===== config.mk =====
export PLATFORM = sky130hd
export DESIGN_NAME = ilc_line_ctrl
export DESIGN_NICKNAME = d
export VERILOG_FILES = /design/src/ilc_pkg.sv /design/src/ilc_line_ctrl.sv /design/src/ilc_reset_sync.sv
export SDC_FILE = /design/constraint.sdc
export NUM_CORES = 1
export LEC_CHECK = 0
export BUFFER_PORTS_ARGS = -buffer_cell sky130_fd_sc_hd__buf_2
export CAP_MARGIN = 20
export CORE_ASPECT_RATIO = 1.2
export CORE_MARGIN = 2
export CORE_UTILIZATION = 48
export DETAILED_ROUTE_END_ITERATION = 10
export PLACE_DENSITY = 0.76
export REMOVE_ABC_BUFFERS = 1
export SYNTH_ARGS = -nofsm -noshare
export SYNTH_HDL_FRONTEND = slang
export SYNTH_SLANG_ARGS = --single-unit

===== constraint.sdc =====
create_clock -name clk_in -period 1.8 [get_ports clk_in]
set_clock_uncertainty 0.2 [all_clocks]
set_input_delay 0.36 -clock clk_in [delete_from_list [all_inputs] [get_ports clk_in]]
set_output_delay 0.36 -clock clk_in [all_outputs]
set_load 0.01 [all_outputs]

===== src/ilc_pkg.sv =====
// Constants, register map and types of the line control and mode block
package ilc_pkg;
    // Avalon byte offsets
    localparam logic [3:0] OFS_LINE   = 4'h0;
    localparam logic [3:0] OFS_MODE   = 4'h4;
    localparam logic [3:0] OFS_DATA   = 4'h8;
    localparam logic [3:0] OFS_STATUS = 4'hc;
    // Line control fields
    localparam int LC_ADDR_IDLE = 7;
    localparam int LC_SCP       = 6;
    localparam int LC_LEVEL     = 5;
    localparam int LC_WP        = 4;
    localparam int LC_SCL_MON   = 3;
    localparam int LC_RSV2      = 2;
    localparam int LC_CTRL_RST  = 1;
    localparam int LC_RSV0      = 0;
    // Mode fields
    localparam int MD_ORDER     = 7;
    localparam int MD_WAIT      = 6;
    localparam int MD_MASTER    = 5;
    localparam int MD_SYNC_FMT  = 4;
    // Status fields
    localparam int ST_BUSY      = 0;
    localparam int ST_NACK      = 1;
    // Reset values
    localparam logic RST_LEVEL    = 1'b1;
    localparam logic RST_CTRL_RST = 1'b0;
    localparam logic RST_ORDER    = 1'b0;
    localparam logic RST_WAIT     = 1'b0;
    localparam logic RST_MASTER   = 1'b0;
    localparam logic RST_SYNC_FMT = 1'b0;
    // Timing
    localparam int CLK_PERIOD_PS    = 5000;
    localparam int XFER_PERIOD_PS   = 10000000;
    localparam int HALF_CYCLES      = XFER_PERIOD_PS / CLK_PERIOD_PS / 2;
    localparam int WAIT_XFER_CLOCKS = 2;
    localparam int LAST_DATA_BIT    = 7;
    localparam int ACK_BIT          = 8;

    typedef enum logic [1:0] {
        ILC_IDLE,
        ILC_LOW,
        ILC_HIGH,
        ILC_WAIT_LOW
    } ilc_state_e;
endpackage : ilc_pkg


===== src/ilc_line_ctrl.sv =====
// Line level control, transfer mode and a small bit engine behind Avalon-MM
//
// Design decisions made here: the Avalon-MM slave port and the address map.
`timescale 1ns/1ps
module ilc_line_ctrl #(
    parameter int HALF = ilc_pkg::HALF_CYCLES
) (
    input  wire logic        clk_in,
    input  wire logic        rstn_in,
    input  wire logic [3:0]  avs_address_in,
    input  wire logic        avs_read_in,
    input  wire logic        avs_write_in,
    input  wire logic [31:0] avs_writedata_in,
    input  wire logic [3:0]  avs_byteenable_in,
    output logic [31:0]      avs_readdata_out,
    output logic             avs_waitrequest_out,
    input  wire logic        scl_in,
    output logic             scl_out,
    output logic             scl_oe_out,
    input  wire logic        sda_in,
    output logic             sda_out,
    output logic             sda_oe_out
);
    localparam int WAIT_CYC = ilc_pkg::WAIT_XFER_CLOCKS * 2 * HALF;

    if (HALF < 2 || WAIT_CYC > 65535) begin : g_bad_half
        $error("HALF out of range for the 16-bit phase counter");
    end

    typedef struct packed {
        ilc_pkg::ilc_state_e st;
        logic [15:0]         cnt;
        logic [3:0]          bitn;
        logic [7:0]          sh;
        logic                level;
        logic                ctrl_rst;
        logic                order;
        logic                wait_en;
        logic                master;
        logic                sync_fmt;
        logic                nack;
        logic                scl_drv;
        logic                sda_oe;
        logic                wreq;
        logic [31:0]         rdata;
    } ilc_regs_s;

    logic      rstn;
    ilc_regs_s r;
    ilc_regs_s next_r;
    logic      take_wr;
    logic      start;
    logic      out_bit;
    logic      wait_applies;
    logic [7:0] line_rd;

    ilc_reset_sync u_rst (
        .clk_in   (clk_in),
        .rstn_in  (rstn_in),
        .rstn_out (rstn)
    );

    // Clock pin level is not read: the engine owns the timing and follows no stretching
    assign take_wr      = avs_write_in && !r.wreq && avs_byteenable_in[0];
    assign start        = take_wr && avs_address_in == ilc_pkg::OFS_DATA && r.master
                          && !r.ctrl_rst && r.st == ilc_pkg::ILC_IDLE;
    assign out_bit      = r.order ? r.sh[0] : r.sh[7];
    assign wait_applies = r.wait_en && r.master && !r.sync_fmt;

    always_comb begin
        line_rd                       = 8'h00;
        line_rd[ilc_pkg::LC_ADDR_IDLE] = 1'b0;
        line_rd[ilc_pkg::LC_SCP]      = 1'b1;
        line_rd[ilc_pkg::LC_LEVEL]    = r.level;
        line_rd[ilc_pkg::LC_WP]       = 1'b1;
        line_rd[ilc_pkg::LC_SCL_MON]  = !r.scl_drv;
        line_rd[ilc_pkg::LC_RSV2]     = 1'b1;
        line_rd[ilc_pkg::LC_CTRL_RST] = r.ctrl_rst;
        line_rd[ilc_pkg::LC_RSV0]     = 1'b1;
    end

    always_comb begin
        next_r      = r;
        next_r.wreq = 1'b1;
        // One wait cycle per access: the answer is latched on the same edge that waitrequest drops
        if ((avs_read_in || avs_write_in) && r.wreq) begin
            next_r.wreq = 1'b0;
            if (avs_read_in) begin
                next_r.rdata = 32'h0000_0000;
                if (avs_address_in == ilc_pkg::OFS_LINE) begin
                    next_r.rdata[7:0] = line_rd;
                end else if (avs_address_in == ilc_pkg::OFS_MODE) begin
                    next_r.rdata[ilc_pkg::MD_ORDER]    = r.order;
                    next_r.rdata[ilc_pkg::MD_WAIT]     = r.wait_en;
                    next_r.rdata[ilc_pkg::MD_MASTER]   = r.master;
                    next_r.rdata[ilc_pkg::MD_SYNC_FMT] = r.sync_fmt;
                end else if (avs_address_in == ilc_pkg::OFS_DATA) begin
                    next_r.rdata[7:0] = r.sh;
                end else if (avs_address_in == ilc_pkg::OFS_STATUS) begin
                    next_r.rdata[ilc_pkg::ST_BUSY] = r.st != ilc_pkg::ILC_IDLE;
                    next_r.rdata[ilc_pkg::ST_NACK] = r.nack;
                end
            end
        end
        if (take_wr) begin
            if (avs_address_in == ilc_pkg::OFS_LINE) begin
                if (!avs_writedata_in[ilc_pkg::LC_WP]) begin
                    next_r.level = avs_writedata_in[ilc_pkg::LC_LEVEL];
                end
                next_r.ctrl_rst = avs_writedata_in[ilc_pkg::LC_CTRL_RST];
            end else if (avs_address_in == ilc_pkg::OFS_MODE) begin
                next_r.order    = avs_writedata_in[ilc_pkg::MD_ORDER];
                next_r.wait_en  = avs_writedata_in[ilc_pkg::MD_WAIT];
                next_r.master   = avs_writedata_in[ilc_pkg::MD_MASTER];
                next_r.sync_fmt = avs_writedata_in[ilc_pkg::MD_SYNC_FMT];
            end
        end
        case (r.st)
            ilc_pkg::ILC_IDLE: begin
                next_r.scl_drv = 1'b0;
                next_r.sda_oe  = !r.level;
                if (start) begin
                    next_r.sh      = avs_writedata_in[7:0];
                    next_r.bitn    = 4'h0;
                    next_r.cnt     = 16'h0000;
                    next_r.nack    = 1'b0;
                    next_r.scl_drv = 1'b1;
                    next_r.st      = ilc_pkg::ILC_LOW;
                end
            end
            ilc_pkg::ILC_LOW: begin
                // Receiver owns the data line during the ack bit
                next_r.sda_oe = (r.bitn == 4'(ilc_pkg::ACK_BIT)) ? 1'b0 : !out_bit;
                next_r.cnt    = r.cnt + 16'h0001;
                if (r.cnt == 16'(HALF - 1)) begin
                    next_r.cnt     = 16'h0000;
                    next_r.scl_drv = 1'b0;
                    next_r.st      = ilc_pkg::ILC_HIGH;
                end
            end
            ilc_pkg::ILC_HIGH: begin
                next_r.cnt = r.cnt + 16'h0001;
                if (r.cnt == 16'(HALF - 1)) begin
                    next_r.cnt     = 16'h0000;
                    next_r.scl_drv = 1'b1;
                    next_r.bitn    = r.bitn + 4'h1;
                    if (r.bitn == 4'(ilc_pkg::ACK_BIT)) begin
                        // Frame ends with the clock released, no stray pulse after ack
                        next_r.scl_drv = 1'b0;
                        next_r.nack = sda_in;
                        next_r.st   = ilc_pkg::ILC_IDLE;
                    end else begin
                        next_r.sh = r.order ? {sda_in, r.sh[7:1]} : {r.sh[6:0], sda_in};
                        if (r.bitn != 4'(ilc_pkg::LAST_DATA_BIT)) begin
                            next_r.st = ilc_pkg::ILC_LOW;
                        end else if (r.sync_fmt) begin
                            next_r.scl_drv = 1'b0;
                            next_r.st = ilc_pkg::ILC_IDLE;
                        end else if (wait_applies) begin
                            next_r.st = ilc_pkg::ILC_WAIT_LOW;
                        end else begin
                            next_r.st = ilc_pkg::ILC_LOW;
                        end
                    end
                end
            end
            ilc_pkg::ILC_WAIT_LOW: begin
                next_r.sda_oe = 1'b0;
                next_r.cnt    = r.cnt + 16'h0001;
                if (r.cnt == 16'(WAIT_CYC - 1)) begin
                    next_r.cnt = 16'h0000;
                    next_r.st  = ilc_pkg::ILC_LOW;
                end
            end
            default: begin
                next_r.st = ilc_pkg::ILC_IDLE;
            end
        endcase
        // Only the engine is cleared, so a hung transfer recovers without reprogramming
        if (r.ctrl_rst) begin
            next_r.st      = ilc_pkg::ILC_IDLE;
            next_r.cnt     = 16'h0000;
            next_r.bitn    = 4'h0;
            next_r.scl_drv = 1'b0;
            next_r.sda_oe  = !r.level;
        end
    end

    always_ff @(posedge clk_in or negedge rstn) begin
        if (!rstn) begin
            r          <= '0;
            r.st       <= ilc_pkg::ILC_IDLE;
            r.level    <= ilc_pkg::RST_LEVEL;
            r.ctrl_rst <= ilc_pkg::RST_CTRL_RST;
            r.order    <= ilc_pkg::RST_ORDER;
            r.wait_en  <= ilc_pkg::RST_WAIT;
            r.master   <= ilc_pkg::RST_MASTER;
            r.sync_fmt <= ilc_pkg::RST_SYNC_FMT;
            r.wreq     <= 1'b1;
        end else begin
            r <= next_r;
        end
    end

    assign avs_readdata_out    = r.rdata;
    assign avs_waitrequest_out = r.wreq;
    assign scl_oe_out          = r.scl_drv;
    assign scl_out             = 1'b0;
    assign sda_oe_out          = r.sda_oe;
    assign sda_out             = 1'b0;

    // Checking helpers
    logic [15:0] low_run;
    always_ff @(posedge clk_in or negedge rstn) begin
        if (!rstn) begin
            low_run <= 16'h0000;
        end else begin
            low_run <= r.scl_drv ? low_run + 16'h0001 : 16'h0000;
        end
    end
endmodule : ilc_line_ctrl


===== src/ilc_reset_sync.sv =====
// Reset synchroniser: asynchronous assertion, two-flop release
`timescale 1ns/1ps
module ilc_reset_sync (
    input  wire logic clk_in,
    input  wire logic rstn_in,
    output logic      rstn_out
);
    logic stage;

    always_ff @(posedge clk_in or negedge rstn_in) begin
        if (!rstn_in) begin
            stage    <= 1'b0;
            rstn_out <= 1'b0;
        end else begin
            stage    <= 1'b1;
            rstn_out <= stage;
        end
    end
endmodule : ilc_reset_sync


==> metrics.csv <==
stage,metric,value,unit
synth,Post-Synth Simple-Gate Area,17.0,%
synth,top cell type's share of synthesized area,38.2,%
cells_and_area,# diodes,0,
clock_network,CTS tree,built,
placed_design,routability cong.,0.882,
routing,drt wl/cell,15.9,µm
routing,Total Wirelength,8.11,mm
pwr,sw frac,36.4,%
sta,RSZ-0062 raised after global routing,yes,
cells_and_area,synthesis-to-finish area growth,31.4,%
sta,fraction of the cycle the final worst path needs,137,%
synth,Post-Syn Area,3140,µm²
synth,Mapped Cells,333,
clock_network,Root Buffer,clkbuf_8,
routing,1st-iter DRT viols,116,
floorplan,Site Rows,32,
placed_design,dpl hpwl,5.63,mm
synth,#FFs+latches synth,50,
pwr,Clock power frac,19.6,%
flow_run,# Max-Cap Violations,0,
synth,xor/xnor share of the synthesized area,0.557,%
pwr,Pleak,0.00190,µW
placed_design,Placed Instances,492,
sta,worst setup margin,-669,ps
outcome,outcome,finished with violations,
synth,largest family of logic cells by synthesized area,compound AO/OA/AOI/OAI gates,
cells_and_area,Non-Filler Instances,509,
synth,Post-synth EDFFs,0,
synth,Main synth FF type,dfrtp_1,
synth,synth top area cells,"dfrtp_1, buf_4, mux2_2",
critical_path,Max Fanout on Critical Path,5,
critical_path,nature of the critical path endpoint,flip-flop,
synth,"Seq/Total Area, Yosys",39.9,%
clock_network,H-tree levels,2,
placed_design,Placed Area,3710,µm²
pwr,Comb pwr share,46.5,%
grt,first-pass GRT wire length,13.0,mm
clock_network,worst skew pair latency,320,ps
synth,Synth warnings,0,
routing,remaining antenna violation count,0,
routing,drt drc,0,
critical_path,R2R cell count,5,
critical_path,Crit path required time,1810,ps
sta,final setup violation count,32,
sta,Tmin final,2470,ps
synth,async set or reset register ratio after synthesis,100,%
outcome,failing checks,setup timing,
cells_and_area,Storage cell area,1250,µm²
grt,number of antenna violations at the first check in global routing,0,
floorplan,Die Area,7210,µm²
critical_path,reg2reg setup slack,-670,ps
synth,Mean Syn Cell Area,9.44,µm²
clock_network,total CTS buffers,5,
cells_and_area,post-layout instance area,4130,µm²
floorplan,Die X,77.9,µm
synth,adder-cell share of the synthesized area,2.79,%
floorplan,Die Y,92.6,µm
clock_network,clock slew at reported path FFs,90,ps
critical_path,Crit Reg-Reg Endpoint,r[71]$_DFFE_PN0P_,
cells_and_area,Final #Nets,476,
grt,GRT Overall Usage,23.0,%
sta,fmax,0.405,GHz
floorplan,initial core utilization,49.4,%
critical_path,r2r startpoint,r[68]$_DFFE_PN0P_,
floorplan,core box area,6370,µm²
sta,Slew Limit Fails,0,
synth,library cells used by synthesis,55,
pwr,internal cell power,2630,µW
critical_path,Startpoint Class,flip-flop,
cells_and_area,# fillers,504,
synth,post-synth top area cell,dfrtp_1,
synth,Synth Area in Compound Gates,18.8,%
cells_and_area,Multi-input gate area,1830,µm²
routing,Pre-antenna DRT Iters,4,
clock_network,Max clock buf depth,2,
pwr,Sw Pwr,1500,µW
placed_design,Port Buf Inserts,28,
synth,multiplexer area fraction after synthesis,9.51,%
grt,largest net degree at the start of global routing,33,
routing,vias per std cell,5.54,
grt,grt total ovfl,0,
grt,number of global-route vias before repair,2746,
routing,vias post-DR,2819,
pwr,register share of total power,33.9,%
cells_and_area,layout cells sized above 1,40.8,%
sta,Final Hold Vio Count,0,
critical_path,Critical Setup Path Class,flip-flop to flip-flop,
pwr,pwr dens,1000,nW/µm²
pwr,Worst IR Drop VDD,0.618,mV
floorplan,num ports,83,
hold_path,Hold WC Path Type,flip-flop to async pin,
clock_network,clock net sink count,50,
critical_path,WP data arrival,2480,ps
-- worst max-delay path by stage --
stage | from | end | slack (ps) | cells after the start
after floorplan | r[54]$_DFFE_PN0P_ | r[71]$_DFFE_PN0P_ | -740 | 6
after global placement | r[54]$_DFFE_PN0P_ | r[71]$_DFFE_PN0P_ | -620 | 6
after detailed placement | r[54]$_DFFE_PN0P_ | r[71]$_DFFE_PN0P_ | -750 | 6
after CTS | r[66]$_DFFE_PN0P_ | r[71]$_DFFE_PN0P_ | -610 | 5
after global routing | r[68]$_DFFE_PN0P_ | r[57]$_DFFE_PN0P_ | -740 | 7
final | r[68]$_DFFE_PN0P_ | r[71]$_DFFE_PN0P_ | -670 | 5
-- layout by cell type (no fill, tap or decap), types with 11 or more instances in the layout --
cell / n
a31oi_1: 14
dfrtp_1: 47
nor2_1: 23
mux2i_1: 13
buf_2: 28
buf_6: 11
mux2_2: 14
buf_4: 64
conb_1: 27
nand2_1: 23
-- kinds of logic after synthesis --
logic type	Yosys count
xor gates and xnor gates	2
adders and majority gates	7
DFF	50
muxes	28
AOI/OAI and AO/OA	87
and+or+nand+nor	97
other	2
buffers and inverters	60
-- state kept, by name, indices dropped and copies added, names as in the netlist --
register / cells
sda_oe_out: 1
scl_oe_out: 1
r: 35
avs_waitrequest_out: 1
avs_readdata_out: 8
line_rd: 2
u_rst.stage: 1
u_rst.rstn_out: 1
-- power by group through the flow --
| stage | sequential [µW] | clock (µW) | combinational, µW |
|---|---|---|---|
| after floorplan | 1460 | 0 | 693 |
| after global placement | 1400 | 0 | 1400 |
| after detailed placement | 1410 | 0 | 1440 |
| after CTS | 1380 | 814 | 1710 |
| after global routing | 1420 | 850 | 2070 |
| final | 1400 | 808 | 1920 |
-- through the flow --
stage | util [%] | setup TNS (ps) | hold slack [ps] | setup WS [ps] | power [µW]
2_1_floorplan | - | -19700 | -136 | -743 | 2150
3_3_place_gp | 58.2 | -17590 | -55.7 | -623 | 2800
3_5_place_dp | 58.2 | -19620 | -54.2 | -747 | 2850
4_1_cts | 63.3 | -16040 | 11.5 | -608 | 3910
5_1_grt | 64.9 | -21120 | 45.0 | -744 | 4340
6_report | 64.9 | -18290 | 4.76 | -669 | 4130
-- repair_timing --
item / 4_1_cts / 5_1_grt
pin swaps: 18 / 5
cloned: 2 / 0
gates resized for setup: 42 / 21
hold buffers: 2 / 0
endpoints found under the setup margin: 34 / 38
buffers inserted: 4 / 2
hold endpoints to repair: 3 / 0
-- worst max-delay path, stage by stage (launching register included) --
cell and delay (ps):
dfrtp_1 410, or4_4 610, o41ai_4 440, a21oi_2 130, or2_1 270, mux2_4 310
-- layout make-up --
| class | count | area share, % |
|---|---|---|
| clock buffer | 7 | 1.85 |
| inverter | 12 | 1.15 |
| tap | 85 | 2.58 |
| multi-input combinational | 248 | 44.3 |
| sequential | 50 | 30.4 |
| timing repair buffer | 106 | 19.0 |
| clock inverter | 1 | 0.727 |
-- metal layers --
layer | vias to the layer above | share of wire (%) | track usage, %
li1 | 1336 | - | -
met4 | 0 | 2.1 | 7.44
met2 | 61 | 55 | 44.8
met3 | 16 | 3.8 | 3.70
met1 | 1406 | 39 | 25.0
met5 | - | 0 | 0
-- Yosys cell counts (all sizes together), types with 2 or more instances --
library cell	instances
o31ai	5
o41ai	6
xor2	2
a31oi	16
a22o	9
inv	11
nand4b	3
or2	4
dfstp	2
nand3	7
mux2	15
conb	2
a21oi	20
or4bb	3
nand4	4
and3	3
and3b	2
dfrtp	48
mux2i	13
or3	3
buf	36
nor2	23
nor3	6
or4	2
nand2b	4
a21boi	2
ha	7
nor2b	2
o21ai	17
o22ai	2
clkbuf	12
a41oi	2
nand2	25
nor4	3
(Power assumes the default switching activity.)
